$ cat config.mk
export PLATFORM = sky130hd
export DESIGN_NAME = rrsb_alu
export DESIGN_NICKNAME = d
export VERILOG_FILES = /design/src/rrsb_pkg.sv /design/src/rrsb_alu.sv /design/src/rrsb_exec.sv
export VERILOG_INCLUDE_DIRS = /design/src
export SDC_FILE = /design/constraint.sdc
export NUM_CORES = 1
export LEC_CHECK = 0
export ABC_AREA = 1
export BUFFER_PORTS_ARGS = -buffer_cell sky130_fd_sc_hd__buf_2
export CORE_MARGIN = 4
export CORE_UTILIZATION = 45
export DETAILED_ROUTE_END_ITERATION = 10
export GPL_TIMING_DRIVEN = 1
export PLACE_DENSITY = 0.76
export REMOVE_ABC_BUFFERS = 1
export SETUP_SLACK_MARGIN = 0.2
export SYNTH_ARGS = -nofsm -noshare
export SYNTH_HDL_FRONTEND = slang
export SYNTH_HIERARCHICAL = 1
export SYNTH_SLANG_ARGS = --single-unit
$ cat constraint.sdc
create_clock -name mclk_in -period 2.3 [get_ports mclk_in]
set_input_delay 0.23 -clock mclk_in [delete_from_list [all_inputs] [get_ports mclk_in]]
set_output_delay 0.23 -clock mclk_in [all_outputs]
set_load 0.02 [all_outputs]
$ cat src/rrsb_cfg.svh
// Purpose: constants for the rotate-right / subtract-with-borrow datapath
// Assumes: 8-bit data bytes, extended data-memory address
// Notes:   widths and bit positions used by package and modules
`ifndef RRSB_CFG_SVH
`define RRSB_CFG_SVH

`define RRSB_DATA_W   8
`define RRSB_MSB      7
`define RRSB_LSB      0
`define RRSB_ROT_LO   1
`define RRSB_NIB_W    4
`define RRSB_NIB_MSB  3
`define RRSB_ADDR_W   16
`define RRSB_ZERO_B   8'h00

`endif

$ cat src/rrsb_pkg.sv
// Purpose: types shared by the datapath modules
// Assumes: rrsb_cfg.svh supplies widths
// Notes:   flags and results travel as packed structs
`include "rrsb_cfg.svh"

package rrsb_pkg;

	typedef logic [`RRSB_DATA_W-1:0] rrsb_byte_t;
	typedef logic [`RRSB_ADDR_W-1:0] rrsb_addr_t;

	typedef enum logic [2:0] {
		RRSB_OP_RR_TO_WORKING,
		RRSB_OP_RR_THROUGH_CARRY,
		RRSB_OP_RR_THROUGH_CARRY_TO_WORKING,
		RRSB_OP_SUB_BORROW,
		RRSB_OP_SUB_BORROW_TO_MEMORY
	} rrsb_op_t;

	typedef struct packed {
		logic signed_wrap;
		logic zero;
		logic half_borrow;
		logic carry;
		logic second_carry;
		logic chained_zero;
	} rrsb_flags_t;

	typedef struct packed {
		rrsb_byte_t  working;
		rrsb_byte_t  mem;
		rrsb_flags_t flags;
		logic        wr_working;
		logic        wr_mem;
	} rrsb_result_t;

endpackage : rrsb_pkg

$ cat src/rrsb_alu.sv
// Purpose: sequencer for rotate-right and subtract-with-borrow on a memory byte
// Assumes: data memory answers one cycle after a registered read strobe
// Notes:   read, execute and write-back finish within one instruction
`timescale 1ns/1ps
`include "rrsb_cfg.svh"

// Overview of operation
// RL1: rotate memory right into working, flags kept
// RL2: rotate memory right through carry in place
// RL3: rotate through carry into working, memory kept
// RL4: working minus memory minus inverted carry
// RL5: carry cleared if negative, else set
// RL6: borrow subtraction result written back to memory
// RL7: subtraction updates all six status flags
// RL8: byte operands, read-modify-write within instruction
module rrsb_alu
	import rrsb_pkg::*;
(
	// clock and reset
	input  wire logic         mclk_in,
	input  wire logic         rst_in,
	// instruction request
	input  wire logic         start_in,
	input  wire rrsb_op_t     op_in,
	input  wire rrsb_addr_t   addr_in,
	// working register and flag preload
	input  wire logic         load_in,
	input  wire rrsb_byte_t   load_working_in,
	input  wire rrsb_flags_t  load_flags_in,
	// data memory
	output rrsb_addr_t        mem_addr_out,
	output logic              mem_rd_out,
	output logic              mem_wr_out,
	output rrsb_byte_t        mem_wdata_out,
	input  wire rrsb_byte_t   mem_rdata_in,
	// state
	output rrsb_byte_t        working_out,
	output rrsb_flags_t       flags_out,
	output logic              busy_out,
	output logic              done_out
);

	typedef enum logic [1:0] {
		RRSB_ST_IDLE,
		RRSB_ST_READ,
		RRSB_ST_EXEC
	} rrsb_state_t;

	rrsb_state_t   state_reg;
	rrsb_op_t      op_reg;
	rrsb_byte_t    working_reg;
	rrsb_flags_t   flags_reg;
	rrsb_addr_t    addr_reg;
	logic          rd_reg;
	logic          wr_reg;
	rrsb_byte_t    wdata_reg;
	logic          done_reg;
	logic          busy_reg;
	rrsb_result_t  res_next;
	logic          exec_now;

	assign exec_now = (state_reg == RRSB_ST_EXEC);

	// ----------------------------------------
	// execute
	// ----------------------------------------
	rrsb_exec u_exec (
		.op_in      (op_reg),
		.working_in (working_reg),
		.mem_in     (mem_rdata_in),
		.flags_in   (flags_reg),
		.res_out    (res_next)
	);

	// ----------------------------------------
	// sequencer
	// ----------------------------------------
	always_ff @(posedge mclk_in) begin
		if (rst_in) begin
			state_reg <= RRSB_ST_IDLE;
		end else begin
			case (state_reg)
				RRSB_ST_IDLE: begin
					if (start_in) begin
						state_reg <= RRSB_ST_READ;
					end
				end
				RRSB_ST_READ: begin
					state_reg <= RRSB_ST_EXEC;
				end
				RRSB_ST_EXEC: begin
					state_reg <= RRSB_ST_IDLE; // RL8
				end
				default: begin
					state_reg <= RRSB_ST_IDLE;
				end
			endcase
		end
	end

	always_ff @(posedge mclk_in) begin
		if (rst_in) begin
			op_reg   <= RRSB_OP_RR_TO_WORKING;
			addr_reg <= '0;
		end else if (state_reg == RRSB_ST_IDLE && start_in) begin
			op_reg   <= op_in;
			addr_reg <= addr_in; // RL8
		end
	end

	// ----------------------------------------
	// memory strobes
	// ----------------------------------------
	always_ff @(posedge mclk_in) begin
		if (rst_in) begin
			rd_reg <= 1'b0;
		end else begin
			rd_reg <= (state_reg == RRSB_ST_IDLE) && start_in;
		end
	end

	always_ff @(posedge mclk_in) begin
		if (rst_in) begin
			wr_reg    <= 1'b0;
			wdata_reg <= '0;
		end else begin
			wr_reg <= exec_now && res_next.wr_mem; // RL2 RL6
			if (exec_now && res_next.wr_mem) begin
				wdata_reg <= res_next.mem; // RL8
			end
		end
	end

	// ----------------------------------------
	// working register and flags
	// ----------------------------------------
	always_ff @(posedge mclk_in) begin
		if (rst_in) begin
			working_reg <= '0;
		end else if (exec_now && res_next.wr_working) begin
			working_reg <= res_next.working; // RL1 RL3 RL4
		end else if (state_reg == RRSB_ST_IDLE && load_in) begin
			working_reg <= load_working_in;
		end
	end

	always_ff @(posedge mclk_in) begin
		if (rst_in) begin
			flags_reg <= '0;
		end else if (exec_now) begin
			flags_reg <= res_next.flags; // RL5 RL7
		end else if (state_reg == RRSB_ST_IDLE && load_in) begin
			flags_reg <= load_flags_in;
		end
	end

	always_ff @(posedge mclk_in) begin
		if (rst_in) begin
			done_reg <= 1'b0;
		end else begin
			done_reg <= exec_now;
		end
	end

	// busy flag registered so the output comes from a flip-flop
	always_ff @(posedge mclk_in) begin
		if (rst_in) begin
			busy_reg <= 1'b0;
		end else if (state_reg == RRSB_ST_IDLE && start_in) begin
			busy_reg <= 1'b1;
		end else if (exec_now) begin
			busy_reg <= 1'b0; // RL8
		end
	end

	assign mem_addr_out  = addr_reg;
	assign mem_rd_out    = rd_reg;
	assign mem_wr_out    = wr_reg;
	assign mem_wdata_out = wdata_reg;
	assign working_out   = working_reg;
	assign flags_out     = flags_reg;
	assign busy_out      = busy_reg;
	assign done_out      = done_reg;

	// ----------------------------------------
	// checks
	// ----------------------------------------
	rrsb_byte_t chk_rot;
	rrsb_byte_t chk_rotc;
	logic [`RRSB_DATA_W:0] chk_diff;
	assign chk_rot  = {mem_rdata_in[`RRSB_LSB], mem_rdata_in[`RRSB_MSB:`RRSB_ROT_LO]};
	assign chk_rotc = {flags_reg.carry, mem_rdata_in[`RRSB_MSB:`RRSB_ROT_LO]};
	assign chk_diff = {1'b0, working_reg} - {1'b0, mem_rdata_in}
		- {{`RRSB_DATA_W{1'b0}}, ~flags_reg.carry};

	rot_working_a: assert property (@(posedge mclk_in) disable iff (rst_in) // RL1
		exec_now && op_reg == RRSB_OP_RR_TO_WORKING |=>
		working_reg == $past(chk_rot) && flags_reg == $past(flags_reg) && !mem_wr_out)
		else $error("rotate to working wrong");
	rot_carry_mem_a: assert property (@(posedge mclk_in) disable iff (rst_in) // RL2
		exec_now && op_reg == RRSB_OP_RR_THROUGH_CARRY |=>
		mem_wr_out && mem_wdata_out == $past(chk_rotc)
		&& flags_reg.carry == $past(mem_rdata_in[`RRSB_LSB])
		&& working_reg == $past(working_reg))
		else $error("rotate through carry in place wrong");
	rot_carry_work_a: assert property (@(posedge mclk_in) disable iff (rst_in) // RL3
		exec_now && op_reg == RRSB_OP_RR_THROUGH_CARRY_TO_WORKING |=>
		working_reg == $past(chk_rotc) && !mem_wr_out
		&& flags_reg.carry == $past(mem_rdata_in[`RRSB_LSB]))
		else $error("rotate through carry to working wrong");
	sub_working_a: assert property (@(posedge mclk_in) disable iff (rst_in) // RL4
		exec_now && op_reg == RRSB_OP_SUB_BORROW |=>
		working_reg == $past(chk_diff[`RRSB_MSB:0]) && !mem_wr_out)
		else $error("subtract to working wrong");
	sub_carry_a: assert property (@(posedge mclk_in) disable iff (rst_in) // RL5
		exec_now && (op_reg == RRSB_OP_SUB_BORROW || op_reg == RRSB_OP_SUB_BORROW_TO_MEMORY)
		|=> flags_reg.carry == !$past(chk_diff[`RRSB_DATA_W]))
		else $error("subtract carry wrong");
	sub_memory_a: assert property (@(posedge mclk_in) disable iff (rst_in) // RL6
		exec_now && op_reg == RRSB_OP_SUB_BORROW_TO_MEMORY |=>
		mem_wr_out && mem_wdata_out == $past(chk_diff[`RRSB_MSB:0])
		&& working_reg == $past(working_reg))
		else $error("subtract to memory wrong");
	sub_zero_a: assert property (@(posedge mclk_in) disable iff (rst_in) // RL7
		exec_now && (op_reg == RRSB_OP_SUB_BORROW || op_reg == RRSB_OP_SUB_BORROW_TO_MEMORY)
		|=> flags_reg.zero == ($past(chk_diff[`RRSB_MSB:0]) == `RRSB_ZERO_B))
		else $error("subtract zero flag wrong");
	instr_span_a: assert property (@(posedge mclk_in) disable iff (rst_in) // RL8
		!busy_out && start_in |=> mem_rd_out ##1 busy_out ##1 done_out && !busy_out)
		else $error("instruction span wrong");
	wr_addr_a: assert property (@(posedge mclk_in) disable iff (rst_in) // RL8
		mem_wr_out |-> mem_addr_out == $past(mem_addr_out, 2) && done_out)
		else $error("write-back address moved");

endmodule : rrsb_alu

$ cat src/rrsb_exec.sv
// Purpose: combinational result of one instruction
// Assumes: operands valid in the execute cycle
// Notes:   no state; the top module registers everything
`timescale 1ns/1ps
`include "rrsb_cfg.svh"

module rrsb_exec
	import rrsb_pkg::*;
(
	// operation and operands
	input  wire rrsb_op_t     op_in,
	input  wire rrsb_byte_t   working_in,
	input  wire rrsb_byte_t   mem_in,
	input  wire rrsb_flags_t  flags_in,
	// result
	output rrsb_result_t      res_out
);

	logic [`RRSB_DATA_W:0]   diff;
	logic [`RRSB_NIB_W:0]    nib;
	rrsb_byte_t              rot;

	always_comb begin
		// borrow-inclusive difference, borrow in is the inverted carry
		diff = {1'b0, working_in} - {1'b0, mem_in}
			- {{`RRSB_DATA_W{1'b0}}, ~flags_in.carry};
		nib  = {1'b0, working_in[`RRSB_NIB_MSB:0]} - {1'b0, mem_in[`RRSB_NIB_MSB:0]}
			- {{`RRSB_NIB_W{1'b0}}, ~flags_in.carry};
		rot  = {mem_in[`RRSB_LSB], mem_in[`RRSB_MSB:`RRSB_ROT_LO]};
		res_out            = '0;
		res_out.working    = working_in;
		res_out.mem        = mem_in;
		res_out.flags      = flags_in;
		case (op_in)
			RRSB_OP_RR_TO_WORKING: begin
				res_out.working    = rot; // RL1
				res_out.wr_working = 1'b1;
			end
			RRSB_OP_RR_THROUGH_CARRY: begin
				res_out.mem         = {flags_in.carry, mem_in[`RRSB_MSB:`RRSB_ROT_LO]}; // RL2
				res_out.flags.carry = mem_in[`RRSB_LSB]; // RL2
				res_out.wr_mem      = 1'b1;
			end
			RRSB_OP_RR_THROUGH_CARRY_TO_WORKING: begin
				res_out.working     = {flags_in.carry, mem_in[`RRSB_MSB:`RRSB_ROT_LO]}; // RL3
				res_out.flags.carry = mem_in[`RRSB_LSB]; // RL3
				res_out.wr_working  = 1'b1;
			end
			RRSB_OP_SUB_BORROW,
			RRSB_OP_SUB_BORROW_TO_MEMORY: begin
				res_out.flags.carry        = ~diff[`RRSB_DATA_W]; // RL5
				res_out.flags.half_borrow  = ~nib[`RRSB_NIB_W]; // RL7
				res_out.flags.zero         = (diff[`RRSB_MSB:0] == `RRSB_ZERO_B); // RL7
				res_out.flags.signed_wrap  = (working_in[`RRSB_MSB] != mem_in[`RRSB_MSB])
					&& (diff[`RRSB_MSB] != working_in[`RRSB_MSB]); // RL7
				res_out.flags.second_carry = res_out.flags.signed_wrap
					^ diff[`RRSB_MSB]; // RL7
				res_out.flags.chained_zero = res_out.flags.zero
					& flags_in.chained_zero; // RL7
				if (op_in == RRSB_OP_SUB_BORROW) begin
					res_out.working    = diff[`RRSB_MSB:0]; // RL4
					res_out.wr_working = 1'b1;
				end else begin
					res_out.mem    = diff[`RRSB_MSB:0]; // RL6
					res_out.wr_mem = 1'b1;
				end
			end
			default: begin
				res_out.wr_working = 1'b0;
			end
		endcase
	end

endmodule : rrsb_exec

==> results by stage, run 1 <==
Run status:
- The flow ran to the end, but the final reports show violations.
- The final reports fail on setup timing.

Synth:
- In this run, synthesis produced a sequential element count of 47.
- The most frequent cell after synthesis is sky130_fd_sc_hd__nand2_1.
- The mean instance size in the synthesized netlist is 6.55 um^2.
- The cell type with the largest total area after synthesis is sky130_fd_sc_hd__dfxtp_1.
- The XOR/XNOR share of the synthesized area is 0.00285.
- Yosys attributes the largest share of cell area to sky130_fd_sc_hd__dfxtp_1 31%, sky130_fd_sc_hd__nand2_1 14%, sky130_fd_sc_hd__nor2_1 9.5%, sky130_fd_sc_hd__inv_1 7.4%, sky130_fd_sc_hd__ha_1 5.7%.
- After synthesis the cells add up to 3070 um^2.
- The async set or reset register ratio after synthesis is 0.
- Synthesis produced a netlist whose cell count is 469.
- The share of Yosys cell area claimed by the top area cell type is 0.306.
- In this run, distinct cell masters in the synthesized netlist total 33.
- The most used flip-flop cell after synthesis is sky130_fd_sc_hd__dfxtp_1.
- The count of synthesis-stage warnings from yosys is 6.
- The synthesized-area fraction occupied by adder cells is 0.0700.
- For this run, the register share of the synthesized area comes to 0.306.
- By area, the combinational part of the netlist is dominated by simple AND/OR/NAND/NOR gates.
- The synthesized-area fraction occupied by ao, oa, aoi and oai cells is 0.134.
- The share of synthesized area spent on multiplexers is 0.
- The post-synthesis share of cell area spent on and, or, nand and nor gates is 0.370.
- The number of enable flip-flop cells after synthesis is 0.
- By count the netlist is led by 116 x sky130_fd_sc_hd__nand2_1, 78 x sky130_fd_sc_hd__nor2_1, 61 x sky130_fd_sc_hd__inv_1, 47 x sky130_fd_sc_hd__dfxtp_1, 24 x sky130_fd_sc_hd__o21ai_0.

Placement:
- The number of buffer cells added on primary ports is 86.
- The standard cell area after detailed placement is 3640 um^2.
- The congestion estimate from routability-driven global placement came to 0.900.
- The final HPWL from detailed placement is 6480 um.

STA:
- The timing-limited maximum frequency is 422 MHz.
- The fraction of the cycle the final worst path needs is 1.03.
- Setup repair after global routing could not meet its margin everywhere.
- The transition at the pin with the smallest max-transition slack is 0.674 ns.
- The final count of hold timing violations is 0.
- The post-route minimum period is 2.37 ns.
- After layout, the worst setup slack is -0.0672 ns.
- The number of endpoints failing setup at the final stage is 3.
- Headroom to the max-slew limit came out at 0.550.
- The final hold slack is 0.168 ns.
- The max-slew violation count is 0.
- The clock skew after layout is 0.0104 ns.

Worst setup path:
- The arrival time at the worst endpoint is 2.62 ns.
- The setup path with the least slack is of type flop to flop.
- STA puts the critical path data required time at 2.55 ns.
- STA classifies the critical path startpoint as a flop.
- The highest fanout seen on the critical path is 2.
- The endpoint kind of the worst setup timing path is a flop.

Floorplan:
- The core box area is 6490 um^2.
- The initial utilization of the core area, before any placement, comes to 0.473.
- The count of pins on the block boundary is 87.
- The width of the die is 90.7 um.
- The die span in y is 90.7 um.
- In this run the core area contains 29 standard-cell rows.
- The die footprint is 8220 um^2.

Route:
- For this block, the initial DRC count from the detailed router was 178.
- The number of antenna-violating nets in the routed design is 0.
- The routed via count is 3309.
- The total detailed-routing wirelength is 8700 um.
- After detailed routing, the number of vias per cell comes to 5.13.
- In the final routed layout, each cell accounts on average for 13.5 um.
- The count of unresolved DRC violations after routing is 0.
- Before antenna repair, the detailed router went through 4 iterations.

Cells and area:
- The antenna diode count is 0.
- The area growth from synthesis to layout is 35.4%.
- In the final layout, the share of cells above drive strength 1 is 0.408.
- The core occupancy in the finished layout is 0.641.
- The cell area after layout is 4160 um^2.
- The layout filler cell count is 588.
- The net count reported at finish is 628.
- The number of flip-flops under the largest register name is 16.

Pwr:
- The share of total power dissipated in the clock network is 0.198.
- The internal cell power is 1600 uW.
- The ratio of total power to cell area is 651 nW/um^2.
- The share of total power dissipated in sequential elements is 0.340.
- The reported net switching power is 1110 uW.
- The switching power share of the total is 0.409.
- Of the total power, combinational logic draws 0.462.
- The static leakage is 0.00208 uW.
- The maximum resistive drop on vdd is 0.000427 V.

Global route:
- The initial antenna violation count is 0.
- For this run, the total global-route usage over all layers was measured as 0.201.
- The first global-routing pass estimated 14000 um of wire.
- The via count of the first global-routing pass is 3071.
- The maximum number of pins on one net before global-route repair is 28.
- The total global routing overflow is 0.

Hold path:
- The min-delay analysis places its worst path in the category primary input to flop.

CTS:
- TritonCTS created 5 clock buffers.
- The number of levels the H-tree was split into is 2.
- The clock-pin slew of the registers on the worst-case setup and hold paths is 0.10 ns.
- The clock drives 47 sinks.
- Counting along the longest clock path gives a buffer depth of 2.
- The CTS tree is done.
- CTS placed an instance of sky130_fd_sc_hd__clkbuf_8 at the clock tree root.
- The later pin in the worst-skew pair is clocked with a latency of 0.30 ns.

Job:
- Max-cap violations in this run came to 0.
==> power groups by stage <==
stage          logic (uW)  registers (uW)  clock network, uW
3_5_place_dp          942             934                  0
5_1_grt              1360             929                592
2_1_floorplan         569            1000                  0
3_3_place_gp          922             932                  0
4_1_cts              1070             918                554
6_report             1250             920                536
==> layout by cell type, fill, tap and decap left out, drive strengths merged <==
cell type / Yosys / routed
dfxtp: 47 / 47
nand2: 130 / 130
o22ai: 1 / 1
clkbuf: 4 / 5
o221ai: 13 / 13
inv: 73 / 75
nor3: 3 / 3
a22oi: 2 / 2
a31oi: 2 / 2
clkinvlp: 0 / 1
fa: 2 / 2
o21ai: 29 / 29
a21oi: 20 / 20
nand3b: 8 / 8
xnor2: 1 / 1
nand4: 9 / 9
clkinv: 1 / 1
nand3: 20 / 20
nor2: 81 / 81
ha: 14 / 14
buf: 9 / 104
==> worst max-delay path, cell delays in order, from the launching register on <==
cell and delay, ns:
sky130_fd_sc_hd__dfxtp_2 0.35, sky130_fd_sc_hd__inv_2 0.05, sky130_fd_sc_hd__fa_2 0.54, sky130_fd_sc_hd__inv_2 0.05, sky130_fd_sc_hd__ha_4 0.27, sky130_fd_sc_hd__xnor2_2 0.10, sky130_fd_sc_hd__inv_1 0.07, sky130_fd_sc_hd__nor2_1 0.11
sky130_fd_sc_hd__nand3_1 0.13, sky130_fd_sc_hd__nor2_4 0.10, sky130_fd_sc_hd__nand3_2 0.09, sky130_fd_sc_hd__a21oi_2 0.14, sky130_fd_sc_hd__nand3_1 0.09, sky130_fd_sc_hd__nand2_1 0.10, sky130_fd_sc_hd__nor2_1 0.04, sky130_fd_sc_hd__nor2_1 0.11
==> final timing paths <==
kind	startpoint	endpoint	slack [ns]	cells past startpoint
worst min-delay path	addr_in[5]	mem_addr_out[5]	0.17	3
worst max register to register	flags_out[2]	flags_out[0]	-0.07	15
worst max-delay path	flags_out[2]	flags_out[0]	-0.07	15
worst min register to register	mem_wdata_out[6]	mem_wdata_out[6]	0.46	2
==> layer usage <==
| metal | track usage | up-vias | wire length [um] |
|---|---|---|---|
| met5 | 0 | - | 0 |
| met3 | 0.0475 | 14 | 650 |
| met4 | 0.0459 | 0 | 146 |
| met2 | 0.329 | 105 | 4010 |
| li1 | - | 1688 | - |
| met1 | 0.269 | 1502 | 3890 |
==> stage by stage <==
| step | setup slack [ns] | cells | setup TNS [ns] | total power [uW] |
|---|---|---|---|---|
| finish | -0.0672 | 645 | -0.126 | 2710 |
| detailed placement | -0.147 | 635 | -0.562 | 1880 |
| global route | -0.218 | 645 | -0.908 | 2880 |
| global placement | -0.0370 | 635 | -0.154 | 1850 |
| CTS | -0.0376 | 644 | -0.0724 | 2540 |
| floorplan | -0.114 | 456 | -0.430 | 1570 |
==> layout make-up <==
cell class	instances	area [um^2]	share of cell area
clock buffer	5	68.8	0.0165
inverter	74	285	0.0686
sequential	47	950	0.228
tap	77	96.3	0.0232
clock inverter	3	27.5	0.00661
multi-input combinational	335	2150	0.517
timing repair buffer	104	584	0.140
==> cell families (layout without fill, tap and decap cells) <==
group	count (synthesis)	after routing
AO/OA/AOI/OAI	67	67
XOR/XNOR	1	1
adder cells (fa/ha/maj)	16	16
buffers and inverters	87	186
flip-flops	47	47
AND/OR/NAND/NOR	251	251
==> what timing repair did <==
| action | 4_1_cts | 5_1_grt |
|---|---|---|
| pin swaps | 30 | 45 |
| setup endpoints to repair | 16 | 19 |
| setup buffers | 1 | 1 |
| hold endpoints to repair | 0 | 0 |
| hold buffers | 0 | 0 |
| resized for setup | 49 | 55 |
(Power assumes the default switching activity.)
==> run 2, diff against run 1 <==
CAP_MARGIN = 30   (was not set)
CORE_ASPECT_RATIO = 1.2   (was not set)
CTS_CLUSTER_SIZE = 30   (was not set)
==> results by stage, run 2 (synthesized netlist as in run 1, its figures left out) <==
Cells and area:
- The number of antenna diodes in the final layout is 0.
- The net count of the finished layout is 641.
- The library cells used most frequently in the layout, excluding fill and tap cells, are 100 x sky130_fd_sc_hd__nand2_1, 86 x sky130_fd_sc_hd__buf_2, 76 x sky130_fd_sc_hd__nor2_1.
- The area growth from synthesis to layout is 37.9%.
- The register with the most flip-flops in the layout has 16 of them.
- The count of cells in the finished layout, fillers not included, comes to 666.
- Of the cells placed in the final design, the portion with a size suffix greater than 1 is 0.399.
- The library cell used most frequently in the layout, excluding fill and tap cells, is sky130_fd_sc_hd__nand2_1.
- The cell area after layout is 4240 um^2.

CTS:
- Counting every sink on the clock net gives 47.
- The count of hold-fix buffers inserted at cts is 0.
- The number of buffers between clock root and the deepest sink is 2.
- The number of levels the H-tree was split into is 2.
- The clock latency of the later-clocked register in the worst-skew pair is 0.30 ns.
- The CTS buffer count is 5.
- After clock tree synthesis, the clock-pin slew on the worst setup and hold paths is 0.09 ns.
- Clock tree synthesis selected as its root buffer the cell sky130_fd_sc_hd__clkbuf_8.
- The CTS tree is done.

Global route:
- The wire length of the first global-routing pass is 14600 um.
- The maximum number of pins on one net before global-route repair is 27.
- The total routing usage reported by global routing is 0.210.
- Global routing finished with a remaining overflow of 0.
- The via count of the first global-routing pass came to 3285.
- The initial antenna violation count is 0.

STA:
- Across all setup checks in the final design, the least slack found is -0.110 ns.
- The post-route minimum period is 2.41 ns.
- The clock skew after layout is 0.00365 ns.
- The max-slew violation count came to 0.
- Setup violations remaining at the end of the flow were counted as 4.
- The timing-limited maximum frequency is 415 MHz.
- The final count of hold timing violations is 0.
- The normalized max-slew margin is 0.535.
- Setup repair after global routing could not meet its margin everywhere.
- For the pin with the worst max-slew slack, the measured transition is 0.697 ns.
- The fraction of the cycle the final worst path needs is 1.05.

Placement:
- Routability-driven placement finished with a final weighted congestion of 0.949.
- Buffers placed on the I/O ports in this run total 86.
- Once placement finished, the instance area stood at 3670 um^2.
- The final HPWL from detailed placement is 6630 um.
- Once placement completed, the tool counted placed cells totaling 645.

Hold path:
- The worst hold path begins at addr_in[7].
- Counting instances, the worst hold path has a depth of 3.
- The end point of the most critical hold path is mem_addr_out[7].
- The tightest min-delay check is of the primary input to flop type.

Worst setup path:
- The worst register-to-register path has a depth of 16.
- Along the worst path, the maximum fanout reaches 5.
- In this run the critical register-to-register path is captured at flags_out[0].
- For flop-to-flop paths, the worst setup slack is -0.11 ns.
- The arrival time at the worst endpoint is 2.66 ns.
- The endpoint kind of the worst setup timing path is a flop.
- STA classifies the critical path startpoint as a flop.
- The reg-to-reg critical path startpoint is flags_out[2].
- The category of the most critical setup path is flop to flop.
- The critical path data required time is 2.55 ns.

Run status:
- The flow ran to the end, but the final reports show violations.
- The checks that failed: setup timing.

Route:
- The count of unresolved DRC violations after routing is 0.
- The via-per-instance ratio is 5.17.
- The number of search-and-repair iterations in the first detailed-routing pass is 4.
- Dividing the detail-routed wire length by the instance count gives 13.6 um.
- After the first detailed-routing iteration, the DRC count stood at 233.
- The number of antenna-violating nets in the routed design is 0.
- The routed via count is 3440.
- Summed over all layers, the routed wires come to 9080 um.

Pwr:
- The ratio of total power to cell area is 651 nW/um^2.
- For this design the static power due to leakage is 0.00216 uW.
- IR analysis of the VDD net gives a maximum drop of 0.000473 V.

Floorplan:
- The floorplan step defined a die boundary enclosing 8220 um^2.
- The core box area is 6530 um^2.
- The number of rows created at floorplan is 32.
- The count of pins on the block boundary is 87.
- For this configuration, the core starts out at a cell density of 0.471.
- The die span in y is 98.5 um.
- Measured along the x axis, the die boundary spans 83.5 um.

Job:
- The number of max-cap violations is 0.
==> run 2: how the worst max path moves through the flow <==
stage	startpoint	depth (start not counted)	to
2_1_floorplan	working_out[0]	17	flags_out[0]
3_3_place_gp	working_out[0]	17	flags_out[0]
3_5_place_dp	working_out[0]	17	flags_out[4]
4_1_cts	flags_out[2]	15	flags_out[4]
5_1_grt	flags_out[2]	15	flags_out[0]
6_report	flags_out[2]	16	flags_out[0]
==> run 2: critical path, cell delays in order, from the launching register on <==
cell and delay, ns:
sky130_fd_sc_hd__dfxtp_2 0.33, sky130_fd_sc_hd__inv_2 0.07, sky130_fd_sc_hd__fa_2 0.45, sky130_fd_sc_hd__ha_1 0.26, sky130_fd_sc_hd__o21ai_4 0.19, sky130_fd_sc_hd__nand2_2 0.10
sky130_fd_sc_hd__nand2_2 0.11, sky130_fd_sc_hd__nand2_2 0.06, sky130_fd_sc_hd__nand2_2 0.09, sky130_fd_sc_hd__nand2_4 0.08, sky130_fd_sc_hd__inv_2 0.07, sky130_fd_sc_hd__nand3_2 0.10
sky130_fd_sc_hd__a21oi_2 0.13, sky130_fd_sc_hd__nand3_1 0.08, sky130_fd_sc_hd__nand2_1 0.08, sky130_fd_sc_hd__nor2_1 0.04, sky130_fd_sc_hd__nor2_1 0.11
==> run 2: metal layers <==
metal  GRT usage  wire length [um]  vias up
li1            -                 -     1724
met1       0.244              3770     1558
met2       0.369              4410      128
met3      0.0468               546       30
met4      0.0928               357        0
met5           0                 0        -
==> run 2: metrics by stage <==
step / setup TNS [ns] / hold slack [ns] / setup WS, ns / util / total power, uW
floorplan: -0.430 / 0.299 / -0.114 / - / 1570
global placement: -0.0191 / 0.453 / -0.0142 / 0.562 / 1860
global route: -1.15 / 0.168 / -0.258 / 0.649 / 2930
CTS: -0.0863 / 0.161 / -0.0449 / 0.607 / 2590
detailed placement: -0.305 / 0.461 / -0.0846 / 0.562 / 1880
finish: -0.261 / 0.169 / -0.110 / 0.649 / 2760
==> run 2: area by class of cell <==
type / count / area (um^2)
Sequential cell: 47 / 951
Fill cell: 558 / 2290
Inverter: 74 / 283
Tap cell: 85 / 106
Timing Repair Buffer: 117 / 706
Clock inverter: 2 / 13.8
Clock buffer: 6 / 82.6
Multi-Input combinational cell: 335 / 2100
==> run 2: where the power goes <==
group          internal [uW]  switching (uW)
combinational            528             763
sequential               876            40.9
clock                    247             304
==> run 2: timing repair <==
| item | CTS | global route |
|---|---|---|
| endpoints found under the setup margin | 16 | 18 |
| gates resized for setup | 42 | 51 |
| endpoints found under the hold margin | 0 | 0 |
| buffers inserted | 4 | 9 |
| pin swaps | 20 | 40 |
==> run 3, diff against run 2 <==
PLACE_DENSITY = 0.74   (was 0.76)
clock period = 2.7 ns   (was 2.3 ns; I/O delays follow)
==> results by stage, run 3 (synthesized netlist as in run 1, its figures left out) <==
Pwr:
- The ratio of total power to cell area is 553 nW/um^2.
- IR analysis of the VDD net gives a maximum drop of 0.000342 V.
- The static leakage is 0.00196 uW.

Placement:
- After legalization and detailed placement, the total HPWL measured 6430 um.
- The routability congestion estimate is 1.01.
- The number of buffer cells added on primary ports is 86.
- The standard cell area after detailed placement is 3540 um^2.

CTS:
- After clock tree synthesis, the clock-pin slew on the worst setup and hold paths is 0.09 ns.
- The CTS buffer count is 5.
- The cell at the root of the clock tree is sky130_fd_sc_hd__clkbuf_8.
- No sink is reached through more buffers than the 2 on the longest clock path.
- For the worst-skew pair, the clock arrives at the later sink with an insertion delay of 0.30 ns.
- The clock sink count is 47.
- The clock tree synthesis step divided the H-tree into 2 levels.
- The CTS tree is done.

STA:
- The clock skew after layout is 0.00572 ns.
- The transition at the pin with the smallest max-transition slack is 0.890 ns.
- Summed over all failing endpoints, the final setup total negative slack is 0 ns.
- The fraction of the cycle the final worst path needs is 0.886.
- The max-slew violation count is 0.
- Static timing analysis puts the maximum clock frequency at 418 MHz.
- The worst pin sits at a relative slew slack of 0.406.
- Setup repair after global routing left no endpoint under its margin.
- Setup violations remaining at the end of the flow were counted as 0.
- The final count of hold timing violations is 0.
- The post-route minimum period is 2.39 ns.

Route:
- The count of unresolved DRC violations after routing is 0.
- Wires add up to 8350 um.
- In the final routed layout, each cell accounts on average for 13.0 um.
- The routed via count is 3252.
- The count of nets left with antenna violations once routing finished came out at 0.
- The detailed router's first-iteration violation count is 168.
- The number of search-and-repair iterations in the first detailed-routing pass is 5.
- The via-per-instance ratio is 5.08.

Floorplan:
- The number of rows created at floorplan is 32.
- The count of pins on the block boundary is 87.
- The initial cell density of the core is 0.471.
- The width of the die is 83.5 um.
- The die footprint is 8220 um^2.
- The die span in y is 98.5 um.
- The core box area is 6530 um^2.

Worst setup path:
- The startpoint class of the critical path is a flop.
- The reg2reg setup slack is 0.31 ns.
- The category of the most critical setup path is flop to flop.
- Along the worst path, the maximum fanout reaches 3.
- The worst setup path is captured at a flop.
- STA puts the critical path data required time at 2.95 ns.
- Data on the critical path arrives at its endpoint at 2.64 ns.

Cells and area:
- The net count reported at finish is 615.
- The register with the most flip-flops in the layout has 16 of them.
- The most common cell after layout, fill and taps aside is sky130_fd_sc_hd__nand2_1.
- In the final layout, the multi-input gates occupy 1860 um^2.
- Of the cells placed in the final design, the portion with a size suffix greater than 1 is 0.292.
- The cell area after layout is 3760 um^2.
- In the layout the commonest cells are 115 x sky130_fd_sc_hd__nand2_1, 86 x sky130_fd_sc_hd__buf_2, 77 x sky130_fd_sc_hd__nor2_1.
- The area growth from synthesis to layout is 22.3%.
- Counting the fill cells in the layout gives 662.
- 0 antenna diodes ended up in the layout.
- Across the whole layout, storage elements account for 946 um^2.

Global route:
- The first global-routing pass estimated 13800 um of wire.
- The initial antenna violation count came to 0.
- In the global route stage, overall resource usage came out at 0.199.
- The total global routing overflow is 0.
- The via count of the first global-routing pass is 3002.
- Entering global routing, the biggest net connects 34 pins.

Job:
- Max-cap violations in this run came to 0.

Run status:
- The run finished with clean final reports.

Hold path:
- The worst min-delay path category is primary input to flop.
run 3: cell types whose count changed in the layout (fill, tap and decap cells not counted), moves of 5 or more:
| cell | delta |
|---|---|
| sky130_fd_sc_hd__buf_4 | -17 |
| sky130_fd_sc_hd__nand2_1 | +15 |
| sky130_fd_sc_hd__nand2_2 | -9 |
| sky130_fd_sc_hd__buf_6 | -8 |
| sky130_fd_sc_hd__o221ai_1 | +8 |
| sky130_fd_sc_hd__inv_2 | -7 |
| sky130_fd_sc_hd__inv_1 | +6 |
| sky130_fd_sc_hd__nand2_4 | -6 |
| sky130_fd_sc_hd__a21oi_1 | +5 |
| sky130_fd_sc_hd__a21oi_2 | -5 |
| sky130_fd_sc_hd__o221ai_2 | -5 |
run 3: what timing repair did:
item | 4_1_cts | 5_1_grt
hold buffers | 0 | 0
setup buffers | 0 | 4
setup endpoints to repair | 0 | 8
resized for setup | 0 | 28
run 3: area by class of cell:
class	instances	share of cell area
Clock buffer	6	0.0220
Sequential cell	47	0.252
Multi-Input combinational cell	335	0.495
Tap cell	85	0.0283
Clock inverter	2	0.00366
Timing Repair Buffer	91	0.124
Inverter	74	0.0752
run 3: path summary, 6_finish.rpt:
check,startpoint,endpoint,cells past startpoint
max reg2reg,working_out[0],flags_out[4],15
min reg2reg,busy_out,busy_out,2
max,working_out[0],flags_out[4],15
min,addr_in[9],mem_addr_out[9],3
run 3: per-layer routing:
| metal | vias to the layer above | track usage | wire length [um] |
|---|---|---|---|
| met5 | - | 0 | 0 |
| met4 | 0 | 0.0631 | 218 |
| met3 | 17 | 0.0452 | 571 |
| met2 | 120 | 0.338 | 3950 |
| met1 | 1453 | 0.251 | 3600 |
| li1 | 1662 | - | - |
run 3: power by group:
part | switching, uW | internal [uW] | total (uW) | leakage [uW]
Combinational | 524 | 302 | 825 | 0.00152
Clock | 255 | 210 | 465 | 0.0000516
Sequential | 43.8 | 745 | 789 | 0.000389
run 3: critical path, stage by stage (launching register included):
cell and delay, ns:
sky130_fd_sc_hd__dfxtp_2 0.35, sky130_fd_sc_hd__inv_2 0.05, sky130_fd_sc_hd__fa_2 0.38, sky130_fd_sc_hd__inv_2 0.08, sky130_fd_sc_hd__fa_2 0.43, sky130_fd_sc_hd__inv_2 0.08, sky130_fd_sc_hd__nand3_1 0.11, sky130_fd_sc_hd__nor2_2 0.11
sky130_fd_sc_hd__nand3_2 0.10, sky130_fd_sc_hd__nor2_4 0.11, sky130_fd_sc_hd__nand3_2 0.08, sky130_fd_sc_hd__a21oi_1 0.13, sky130_fd_sc_hd__nand3_1 0.09, sky130_fd_sc_hd__nand2_1 0.09, sky130_fd_sc_hd__nor2_1 0.05, sky130_fd_sc_hd__nor2_1 0.10
run 3: per-stage QoR:
step	util	power (uW)	std cells	setup WS, ns	hold WS, ns
after floorplan	-	1340	456	0.286	0.339
after global placement	0.542	1540	628	0.301	0.450
after detailed placement	0.542	1550	628	0.277	0.455
after CTS	0.557	2010	636	0.248	0.203
after global routing	0.576	2230	640	0.161	0.209
final	0.576	2080	640	0.307	0.211
